$ cat config.mk
export PLATFORM = sky130hd
export DESIGN_NAME = fet_fault_temp_reporting
export DESIGN_NICKNAME = d
export VERILOG_FILES = /design/src/rtl/fet_fault_pkg.sv /design/src/rtl/fet_fault_temp_reporting.sv /design/src/rtl/temp_pwm.sv
export SDC_FILE = /design/constraint.sdc
export NUM_CORES = 1
export LEC_CHECK = 0
export CAP_MARGIN = 0
export CORE_MARGIN = 1.5
export CORE_UTILIZATION = 61
export CTS_CLUSTER_DIAMETER = 120
export DETAILED_ROUTE_END_ITERATION = 8
export DONT_BUFFER_PORTS = 1
export GPL_ROUTABILITY_DRIVEN = 0
export PLACE_DENSITY_LB_ADDON = 0.3
export RECOVER_POWER = 50
export SLEW_MARGIN = 20
export SYNTH_ARGS = -nofsm -noshare
export SYNTH_HDL_FRONTEND = slang
export SYNTH_SLANG_ARGS = --single-unit
$ cat constraint.sdc
create_clock -name i_clk -period 24.4 [get_ports i_clk]
set_input_delay 1.22 -clock i_clk [delete_from_list [all_inputs] [get_ports i_clk]]
set_output_delay 1.22 -clock i_clk [all_outputs]
set_load 0.02 [all_outputs]
$ cat src/rtl/fet_fault_pkg.sv
package fet_fault_pkg;
  // Clock rate
  localparam int unsigned CLK_FREQ_HZ = 100_000_000;
  // Temperature PWM rate and its period in clock cycles
  localparam int unsigned PWM_FREQ_HZ = 9000;
  localparam int unsigned PWM_PERIOD_CYC = CLK_FREQ_HZ / PWM_FREQ_HZ;
  // Temperature to duty mapping, temperatures in tenths of a degree
  localparam int unsigned TEMP_SLOPE_X10 = 1623;
  localparam int unsigned TEMP_OFFSET_X10 = 201;
  localparam int unsigned DUTY_FLOOR_PCT = 1;
  localparam int unsigned TEMP_W = 12;
  // Gate-low time that clears a latched short circuit
  localparam int unsigned SC_RESET_TIME_NS = 1000;
  localparam int unsigned CLK_PERIOD_NS = 10;
  localparam int unsigned SC_RESET_CYC =
    (SC_RESET_TIME_NS + CLK_PERIOD_NS - 1) / CLK_PERIOD_NS;
  // Slew setting codes
  localparam logic [7:0] SLEW_CODE_GND = 8'hFF;
  localparam logic [7:0] SLEW_CODE_AUX = 8'h80;
  localparam logic [7:0] SLEW_CODE_RST = 8'h00;
  // Register map, byte addresses on the plain port
  localparam logic [3:0] REG_STATUS = 4'h0;
  localparam logic [3:0] REG_CTRL = 4'h4;
  localparam logic [3:0] REG_SLEW = 4'h8;
  // Control register fields and reset value
  localparam int unsigned CTRL_SHIFT_LSB = 0;
  localparam int unsigned CTRL_SHIFT_W = 3;
  localparam logic [2:0] CTRL_SHIFT_RST = 3'h4;
  // Status register fields
  localparam int unsigned ST_FAULT_N = 0;
  localparam int unsigned ST_OC_N = 1;
  localparam int unsigned ST_TDE = 2;
  localparam int unsigned ST_SC_LATCH = 3;
  localparam int unsigned ST_COMBINED = 4;
  localparam int unsigned ST_STRAP_AUX = 5;
  localparam int unsigned ST_SWITCH_ON = 6;
  localparam int unsigned ST_RAILS_ON = 7;

  // Sensed conditions, one bit each, as they arrive
  typedef struct packed {
    logic switch_ot;
    logic driver_ot;
    logic supply_ok;
    logic series_fet_on;
    logic strength_pin_open;
    logic oc_detect;
    logic sc_detect;
    logic quad1_current;
    logic quad3_current;
  } sense_type;

  // Strap capture progress
  typedef enum logic [1:0] {
    STRAP_WAIT,
    STRAP_SAMPLE,
    STRAP_DONE
  } strap_state_type;

  // Duty count for a temperature, scaled to the period in use
  function automatic logic [15:0] temp_to_duty(
    input logic [TEMP_W-1:0] temp_x10,
    input int unsigned period_cyc
  );
    logic [31:0] num;
    logic [31:0] duty;
    num = 32'h0000_0000;
    duty = 32'h0000_0000;
    if (32'(temp_x10) > TEMP_OFFSET_X10) begin
      num = (32'(temp_x10) - TEMP_OFFSET_X10) * period_cyc;
      duty = num / TEMP_SLOPE_X10;
    end
    if (duty < period_cyc * DUTY_FLOOR_PCT / 100) begin
      duty = period_cyc * DUTY_FLOOR_PCT / 100;
    end
    if (duty > period_cyc - 1) begin
      duty = period_cyc - 1;
    end
    return duty[15:0];
  endfunction : temp_to_duty
endpackage : fet_fault_pkg

$ cat src/rtl/fet_fault_temp_reporting.sv
// Functional notes
// - Switch overheat: conduct third quadrant only
// - Driver overheat: rails and switch off
// - Driver overheat blocks diode emulation
// - Fault low on either thermal shutdown
// - Auto release after both shutdowns clear
// - Driver clears, switch hot: emulation resumes
// - Undervoltage: switch off, fault low
// - Rails enabled on supply-good rising edge
// - Both flags push-pull, high when normal; overcurrent flag left undriven when strapped low
// - Encode fault pair per fault type
// - Fault low until series transistor on
// - Fault low while strength pin open
// - Short/overtemp hold fault until cleared
// - Grounded flag at power-up: fault only
// - Protection independent of reporting pins
// - Strength pin selects turn-on slew
// - Aux strap checked once, then frozen
// - Otherwise strength filtered continuously
// - Temperature PWM at 9 kHz
// - Duty linear in temperature with floor
// - Pin high during overtemperature
// - Short latch cleared by long gate low
//
// Design decisions made here: the address-and-strobe port and the placing of the registers.
`timescale 1ns/10ps
module fet_fault_temp_reporting
  import fet_fault_pkg::*;
#(
  parameter int unsigned PERIOD_CYC = PWM_PERIOD_CYC,
  parameter int unsigned SC_CLEAR_CYC = SC_RESET_CYC
) (
  input wire logic i_clk,
  input wire logic i_rst_n,
  input wire sense_type i_sense,
  input wire logic i_gate_cmd,
  input wire logic i_strength_at_aux,
  input wire logic [7:0] i_strength_code,
  input wire logic [TEMP_W-1:0] i_temp_x10,
  input wire logic i_overcurrent_flag_n,
  input wire logic [3:0] i_addr,
  input wire logic [31:0] i_wr_data,
  input wire logic i_wr,
  input wire logic i_rd,
  output logic [31:0] o_rd_data,
  output logic o_fault_n,
  output logic o_overcurrent_flag_n,
  output logic o_overcurrent_flag_oe,
  output logic o_temp_pwm,
  output logic o_switch_on,
  output logic o_thermal_diode_emulation,
  output logic o_aux_5v_en,
  output logic o_negative_rail_en,
  output logic [7:0] o_slew_code
);

  ////////////////////////////////////////////////////////////////////////////
  // Synchronisers
  sense_type meta_ff; // First stage, read only by second
  sense_type sync_ff; // Stable copy
  logic supply_prev_ff; // Supply-good last cycle

  // Two-flop resync of all conditions
  always_ff @(posedge i_clk) begin
    if (!i_rst_n) begin
      meta_ff <= '0;
      sync_ff <= '0;
      supply_prev_ff <= 1'b0;
    end else begin
      meta_ff <= i_sense;
      sync_ff <= meta_ff;
      supply_prev_ff <= sync_ff.supply_ok;
    end
  end

  ////////////////////////////////////////////////////////////////////////////
  // Derived conditions
  logic uvlo; // Supply below threshold
  logic drv_ot; // Driver shutdown
  logic sw_ot; // Switch shutdown
  logic thermal_any; // Either shutdown

  assign uvlo = !sync_ff.supply_ok;
  assign drv_ot = sync_ff.driver_ot;
  assign sw_ot = sync_ff.switch_ot;
  assign thermal_any = sw_ot | drv_ot;

  ////////////////////////////////////////////////////////////////////////////
  // Start-up hold
  logic started_ff; // Series transistor seen on

  // Set once the series transistor is on
  always_ff @(posedge i_clk) begin
    if (!i_rst_n) begin
      started_ff <= 1'b0;
    end else if (sync_ff.series_fet_on) begin
      started_ff <= 1'b1;
    end
  end

  ////////////////////////////////////////////////////////////////////////////
  // Rails
  logic rails_ff; // Rails armed since supply rose

  // Armed on supply-good rising edge, dropped on loss
  always_ff @(posedge i_clk) begin
    if (!i_rst_n) begin
      rails_ff <= 1'b0;
    end else if (sync_ff.supply_ok && !supply_prev_ff) begin
      rails_ff <= 1'b1;
    end else if (uvlo) begin
      rails_ff <= 1'b0;
    end
  end

  // Driver overheat holds both rails off
  assign o_aux_5v_en = rails_ff & !drv_ot;
  assign o_negative_rail_en = rails_ff & !drv_ot;

  ////////////////////////////////////////////////////////////////////////////
  // Current fault latches
  logic sc_latch_ff; // Latched short circuit
  logic oc_ff; // Cycle-by-cycle overcurrent
  logic [15:0] low_cnt_ff; // Gate-low time
  logic sc_clear; // Gate held low long enough

  assign sc_clear = (low_cnt_ff >= 16'(SC_CLEAR_CYC));

  // Gate-low duration counter
  always_ff @(posedge i_clk) begin
    if (!i_rst_n) begin
      low_cnt_ff <= 16'h0000;
    end else if (i_gate_cmd) begin
      low_cnt_ff <= 16'h0000;
    end else if (!sc_clear) begin
      low_cnt_ff <= low_cnt_ff + 16'h0001;
    end
  end

  // Short latch: set wins; long gate low or supply loss clears
  always_ff @(posedge i_clk) begin
    if (!i_rst_n) begin
      sc_latch_ff <= 1'b0;
    end else if (sync_ff.sc_detect) begin
      sc_latch_ff <= 1'b1;
    end else if (sc_clear || uvlo) begin
      sc_latch_ff <= 1'b0;
    end
  end

  // Overcurrent clears once the gate command falls
  always_ff @(posedge i_clk) begin
    if (!i_rst_n) begin
      oc_ff <= 1'b0;
    end else if (sync_ff.oc_detect) begin
      oc_ff <= 1'b1;
    end else if (!i_gate_cmd) begin
      oc_ff <= 1'b0;
    end
  end

  ////////////////////////////////////////////////////////////////////////////
  // Switch control, independent of any reporting pin
  logic tde; // Thermal diode emulation active
  logic nxt_switch_on; // Switch command

  // Emulation only with switch hot and driver cool
  assign tde = sw_ot & !drv_ot & !uvlo;

  // Choose the gate level for this cycle
  always_comb begin
    if (uvlo || drv_ot || sc_latch_ff || !started_ff) begin
      nxt_switch_on = 1'b0;
    end else if (tde) begin
      // On for third quadrant, off for first
      nxt_switch_on = sync_ff.quad3_current & !sync_ff.quad1_current;
    end else begin
      nxt_switch_on = i_gate_cmd & !oc_ff;
    end
  end

  // Registered gate and mode outputs
  always_ff @(posedge i_clk) begin
    if (!i_rst_n) begin
      o_switch_on <= 1'b0;
      o_thermal_diode_emulation <= 1'b0;
    end else begin
      o_switch_on <= nxt_switch_on;
      o_thermal_diode_emulation <= tde;
    end
  end

  ////////////////////////////////////////////////////////////////////////////
  // Overcurrent pin strap
  strap_state_type strap_ff; // Capture progress
  logic combined_ff; // Flag pin grounded at power-up
  logic strap_aux_ff; // Strength pin tied to aux

  // Sample both straps once, pin undriven while sampling
  always_ff @(posedge i_clk) begin
    if (!i_rst_n) begin
      strap_ff <= STRAP_WAIT;
      combined_ff <= 1'b0;
      strap_aux_ff <= 1'b0;
    end else begin
      unique case (strap_ff)
        STRAP_WAIT: strap_ff <= STRAP_SAMPLE;
        STRAP_SAMPLE: begin
          combined_ff <= !i_overcurrent_flag_n;
          strap_aux_ff <= i_strength_at_aux;
          strap_ff <= STRAP_DONE;
        end
        STRAP_DONE: strap_ff <= STRAP_DONE;
      endcase
    end
  end

  ////////////////////////////////////////////////////////////////////////////
  // Fault reporting
  logic fault_low; // Any reason to pull fault low
  logic oc_low; // Current fault on flag pin

  // Thermal, undervoltage, open pin, start-up, short, overcurrent when combined
  assign fault_low = thermal_any | uvlo | sync_ff.strength_pin_open
    | !started_ff | sc_latch_ff | (combined_ff & oc_ff);
  assign oc_low = sc_latch_ff | oc_ff;

  // Fault push-pull; flag driven only after strapping and not when combined; both high when normal
  always_ff @(posedge i_clk) begin
    if (!i_rst_n) begin
      o_fault_n <= 1'b0;
      o_overcurrent_flag_n <= 1'b1;
      o_overcurrent_flag_oe <= 1'b0;
    end else begin
      o_fault_n <= !fault_low;
      o_overcurrent_flag_n <= !oc_low;
      o_overcurrent_flag_oe <= (strap_ff == STRAP_DONE) & !combined_ff;
    end
  end

  ////////////////////////////////////////////////////////////////////////////
  // Registers
  logic [2:0] shift_ff; // Strength filter depth
  logic [31:0] status; // Live status word

  // Control register write
  always_ff @(posedge i_clk) begin
    if (!i_rst_n) begin
      shift_ff <= CTRL_SHIFT_RST;
    end else if (i_wr && i_addr == REG_CTRL) begin
      shift_ff <= i_wr_data[CTRL_SHIFT_LSB +: CTRL_SHIFT_W];
    end
  end

  // Status assembly
  always_comb begin
    status = 32'h0000_0000;
    status[ST_FAULT_N] = o_fault_n;
    status[ST_OC_N] = o_overcurrent_flag_n;
    status[ST_TDE] = o_thermal_diode_emulation;
    status[ST_SC_LATCH] = sc_latch_ff;
    status[ST_COMBINED] = combined_ff;
    status[ST_STRAP_AUX] = strap_aux_ff;
    status[ST_SWITCH_ON] = o_switch_on;
    status[ST_RAILS_ON] = o_aux_5v_en;
  end

  // Read data in the cycle after the strobe, else zero
  always_ff @(posedge i_clk) begin
    if (!i_rst_n) begin
      o_rd_data <= 32'h0000_0000;
    end else if (i_rd) begin
      unique case (i_addr)
        REG_STATUS: o_rd_data <= status;
        REG_CTRL: o_rd_data <= {29'h0000_0000, shift_ff};
        REG_SLEW: o_rd_data <= {24'h00_0000, o_slew_code};
        default: o_rd_data <= 32'h0000_0000;
      endcase
    end else begin
      o_rd_data <= 32'h0000_0000;
    end
  end

  ////////////////////////////////////////////////////////////////////////////
  // Drive strength
  logic [15:0] filt_ff; // Filtered strength, 8.8 fixed point
  logic [15:0] step; // Filter step

  assign step = (16'(i_strength_code) << 8) >> shift_ff;

  // Heavy IIR filter on the strength reading
  always_ff @(posedge i_clk) begin
    if (!i_rst_n) begin
      filt_ff <= 16'h0000;
    end else begin
      filt_ff <= filt_ff - (filt_ff >> shift_ff) + step;
    end
  end

  // Aux strap freezes; ground gives fastest; else filtered
  always_ff @(posedge i_clk) begin
    if (!i_rst_n) begin
      o_slew_code <= SLEW_CODE_RST;
    end else if (strap_aux_ff) begin
      o_slew_code <= SLEW_CODE_AUX;
    end else if (filt_ff[15:8] == 8'h00) begin
      o_slew_code <= SLEW_CODE_GND;
    end else begin
      o_slew_code <= filt_ff[15:8];
    end
  end

  ////////////////////////////////////////////////////////////////////////////
  // Temperature PWM
  temp_pwm #(
    .PERIOD_CYC(PERIOD_CYC)
  ) u_temp_pwm (
    .i_clk(i_clk),
    .i_rst_n(i_rst_n),
    .i_temp_x10(i_temp_x10),
    .i_over_temp(sw_ot),
    .o_pwm(o_temp_pwm)
  );
endmodule : fet_fault_temp_reporting

$ cat src/rtl/temp_pwm.sv
`timescale 1ns/10ps
module temp_pwm
  import fet_fault_pkg::*;
#(
  parameter int unsigned PERIOD_CYC = PWM_PERIOD_CYC
) (
  input wire logic i_clk,
  input wire logic i_rst_n,
  input wire logic [TEMP_W-1:0] i_temp_x10,
  input wire logic i_over_temp,
  output logic o_pwm
);
  ////////////////////////////////////////////////////////////////////////////
  logic [15:0] cnt_ff; // Free-running period counter
  logic [15:0] duty_ff; // Duty count, loaded at period start
  logic wrap; // Last cycle of a period

  assign wrap = (cnt_ff == 16'(PERIOD_CYC - 1));

  // Free-running counter
  always_ff @(posedge i_clk) begin
    if (!i_rst_n) begin
      cnt_ff <= 16'h0000;
    end else if (wrap) begin
      cnt_ff <= 16'h0000;
    end else begin
      cnt_ff <= cnt_ff + 16'h0001;
    end
  end

  // Duty reload only at the boundary, so no runt pulses
  always_ff @(posedge i_clk) begin
    if (!i_rst_n) begin
      duty_ff <= 16'h0000;
    end else if (wrap) begin
      duty_ff <= temp_to_duty(i_temp_x10, PERIOD_CYC);
    end
  end

  // Compare; overtemperature forces the pin high
  always_ff @(posedge i_clk) begin
    if (!i_rst_n) begin
      o_pwm <= 1'b0;
    end else begin
      o_pwm <= i_over_temp | (cnt_ff < duty_ff);
    end
  end
endmodule : temp_pwm

==> impl_metrics.json, run 1 <==
{
  "status": "stopped before the end",
  "lastStage": "global routing",
  "error": "[ERROR GRT-0232] Routing congestion too high. Check the congestion heatmap in the GUI.",
  "muxShareOfSynthArea": 0.0544,
  "start_util": 0.622,
  "synth-seq-cells": 116,
  "yosysSeqAreaShare": 0.104,
  "syn-cell-area_sq_um": 22200,
  "cts_inserted_buffers": 17,
  "synth_top_family_by_area": "compound AO/OA/AOI/OAI gates",
  "yosys.area.top_type_share": 0.104,
  "ios": 120,
  "placementRows": 69,
  "synthAdderAreaFrac": 0.173,
  "synthArstFlopShare": 0,
  "synth_compound_area_frac": 0.289,
  "dieHeight_microns": 194,
  "grt_max_degree": 70,
  "synth_cell_types": 137,
  "postCtsHoldBufs": 0,
  "clock_path_buffers": 2,
  "h-tree-depth": 4,
  "io_buffers": 0,
  "synth_edf_count": 0,
  "ys_warn_count": 0,
  "overflow": 7,
  "synthFlopType": "dfxtp_1",
  "synth.area.top_cells": "dfxtp_1 10%, fa_1 8.8%, ha_1 7.5%",
  "synth-simple-area-share": 0.223,
  "synth_top_cell_by_area": "dfxtp_1",
  "synth-xor-area-share": 0.0920,
  "dp_hpwl_mm": 62.6,
  "cts_sinks": 116,
  "root_buffer": "clkbuf_16",
  "syn_avg_cell_area_sq_um": 7.64,
  "chipWidth_microns": 194,
  "grt_usage": 0.708,
  "synthCells": 2909
}
[cell families after synthesis]
| family | after synthesis |
|---|---|
| buffers and inverters | 337 |
| other | 1 |
| AOI/OAI and AO/OA | 878 |
| and+or+nand+nor | 995 |
| xor gates and xnor gates | 222 |
| DFF | 116 |
| adders and majority gates | 252 |
| muxes | 108 |
[stage by stage]
| step | cell area [sq um] | worst slack [ns] | std cells | util |
|---|---|---|---|---|
| after floorplan | 23400 | -0.600 | 2932 | - |
| after global placement | 29800 | -1.01 | 4148 | 0.834 |
| after detailed placement | 29800 | -2.54 | 4148 | 0.834 |
| after CTS | 32100 | -0.671 | 4245 | 0.899 |
[synthesized netlist by cell type (73+ instances only)]
master	n
nor2_1	266
nand2_1	229
inv_1	219
a21oi_1	180
xnor2_1	148
ha_1	133
o21ai_0	129
dfxtp_1	116
fa_1	98
nand3_1	77
nor3_1	76
and2_1	73
[layer usage]
metal / GRT usage / overflow
met5: 0.197 / 0
met1: 0.662 / 0
met2: 0.913 / 5
met3: 0.565 / 0
met4: 0.741 / 2
[timing repair]
action | CTS
endpoints found under the hold margin | 0
buffers inserted | 65
pin swaps | 171
setup endpoints to repair | 14
resized for setup | 235
gates cloned | 1
==> run 2: changes to the inputs <==
- CORE_UTILIZATION: 61 -> 40
- CTS_CLUSTER_DIAMETER: 120 -> not set
- PLACE_DENSITY_LB_ADDON: 0.3 -> 0.15
- clock period: 24.4 -> 31.7 ns (I/O delays scaled with it)
==> impl_metrics.json, run 2 <==
{
  "synth_cell_types": 137,
  "rr_endpoint": "filt_ff[15]",
  "rsz0062_at_grt": "false",
  "ant_nets": 0,
  "io_buffers": 0,
  "clk_latency_ns": 0.42,
  "holdPathStages": 1,
  "ios": 120,
  "routed_via_density": 5.72,
  "final_area_sq_um": 24600,
  "criticalPathCategory": "in2reg",
  "grtUsageMet2": 0.366,
  "synth-seq-cells": 116,
  "drt_iter0_markers": 1483,
  "syn2layout_area_growth_pct": 10.6,
  "drcViolationCount": 0,
  "cp_max_fo": 15,
  "critPathBufInv": 12,
  "worst_pin_slew_ns": 1.02,
  "cts_inserted_buffers": 17,
  "root_buffer": "clkbuf_16",
  "vias": 21413,
  "core_sq_um": 55000,
  "crit_family": "compound AO/OA/AOI/OAI gates",
  "first_pass_iters": 5,
  "synthFlopType": "dfxtp_1",
  "reg2regPathDepth": 23,
  "cp_data_required_time_ns": 32.00,
  "yosys.area.top_type_share": 0.104,
  "synth_top_cell_by_area": "dfxtp_1",
  "yosys.cell_count.top_type": "nor2_1",
  "slowest_delay_ns": 0.67,
  "drv_slew": 0,
  "cpMostUsedCell": "buf_4",
  "grt_use_met1": 0.283,
  "slew_headroom": 0.318,
  "drive_gt1_frac": 0.128,
  "final_cell_mix": "263 x nor2_1, 229 x nand2_1, 219 x inv_1",
  "start_util": 0.404,
  "dpl_cell_area_sq_um": 23700,
  "antenna_cells": 0,
  "hold_viol_final": 0,
  "layout.cells.non_filler": 3744,
  "dp_cells": 3707,
  "cts_tree": "done",
  "ys_warn_count": 0,
  "hold_start": "sync_ff[4]",
  "slowest_stage": "xor2_1",
  "grt_pass1_vias": 20552,
  "clock_path_buffers": 2,
  "synth_commonest_cells": "266 x nor2_1, 229 x nand2_1, 219 x inv_1",
  "syn_avg_cell_area_sq_um": 7.64,
  "dieHeight_microns": 239,
  "grt_pass1_wl_mm": 101,
  "cts.clk_slew.worst_paths_ns": 0.05,
  "grt_max_degree": 70,
  "grt_util_met3": 0.0119,
  "setup_viol": 0,
  "synth.area.top_cells": "dfxtp_1 10%, fa_1 8.8%, ha_1 7.5%",
  "synth_edf_count": 0,
  "cp-start-kind": "primary input",
  "finalNetCount": 3288,
  "wl_per_cell_microns": 16.2,
  "yosysSeqAreaShare": 0.104,
  "crit_arrival_ns": 29.82,
  "skew_ns": 0.0158,
  "post-route-period-util": 0.931,
  "wl_mm": 60.6,
  "status": "finished, final reports clean",
  "syn-cell-area_sq_um": 22200,
  "grt_usage": 0.208,
  "h-tree-depth": 4,
  "synthCells": 2909,
  "regToRegSetupSlack_ns": 26.72,
  "dieArea_sq_um": 57000,
  "min_period_ns": 29.53,
  "overflow": 0,
  "chipWidth_microns": 239,
  "min_path_type": "reg2reg",
  "cp-end-kind": "flip-flop",
  "final.setup.tns_ns": 0,
  "antenna_found_initial": 0,
  "max-cap-violations": 0,
  "grt.busiest_layer": "met2",
  "dp_hpwl_mm": 49.2,
  "r2r-start": "shift_ff[0]",
  "whs_endpoint": "o_fault_n",
  "final_common_cell": "nor2_1",
  "placementRows": 86,
  "synthArstFlopShare": 0,
  "max_freq_ghz": 0.0339,
  "cts_sinks": 116
}
-- run 2: through the flow --
| stage | worst slack [ns] | hold slack (ns) | util |
|---|---|---|---|
| CTS | 1.02 | 0.404 | 0.443 |
| detailed placement | 0.681 | 0.393 | 0.432 |
| floorplan | 5.26 | 0.380 | - |
| finish | 2.17 | 0.399 | 0.447 |
| global route | 0.00317 | 0.424 | 0.447 |
| global placement | 1.14 | 0.392 | 0.432 |
-- run 2: worst max-delay path by stage --
stage | depth (start not counted) | end | startpoint | slack [ns]
floorplan | 106 | u_temp_pwm.duty_ff[3] | i_temp_x10[0] | 5.26
global route | 102 | u_temp_pwm.duty_ff[3] | i_temp_x10[0] | 0.003
finish | 102 | u_temp_pwm.duty_ff[4] | i_temp_x10[0] | 2.17
global placement | 98 | u_temp_pwm.duty_ff[4] | i_temp_x10[2] | 1.14
detailed placement | 98 | u_temp_pwm.duty_ff[4] | i_temp_x10[2] | 0.68
CTS | 98 | u_temp_pwm.duty_ff[4] | i_temp_x10[2] | 1.02
-- run 2: what timing repair did --
action / in CTS / in global routing
gates resized for setup: 0 / 29
hold buffers: 0 / 0
buffers inserted: 0 / 7
endpoints found under the setup margin: 0 / 14
-- run 2: logic make-up (layout without fill, tap and decap cells) --
| kind of cell | Yosys count | after routing | share of synthesized area |
|---|---|---|---|
| and+or+nand+nor | 995 | 995 | 0.223 |
| buffers and inverters | 337 | 401 | 0.0643 |
| DFF | 116 | 116 | 0.104 |
| muxes | 108 | 108 | 0.0544 |
| adders and majority gates | 252 | 252 | 0.173 |
| AOI/OAI and AO/OA | 878 | 878 | 0.289 |
| other | 1 | 24 | 0.000169 |
| xor gates and xnor gates | 222 | 222 | 0.0920 |
-- run 2: cell type report --
type / instances / area (sq um)
sequential: 116 / 2320
clock buffer: 19 / 453
fill: 5532 / 30400
inverter: 221 / 830
timing repair buffer: 150 / 1140
tap: 748 / 936
multi-input combinational: 2479 / 18700
clock inverter: 11 / 178
-- run 2: per-layer routing --
metal	part of all wire	routed length, microns
met1	0.48	29200
met5	0	0
met3	0.031	1860
met4	0.0081	488
met2	0.48	29000
Power of run 2 is not shown: default switching activity piles up to over one toggle a cycle in this logic, so the estimate is an artifact.
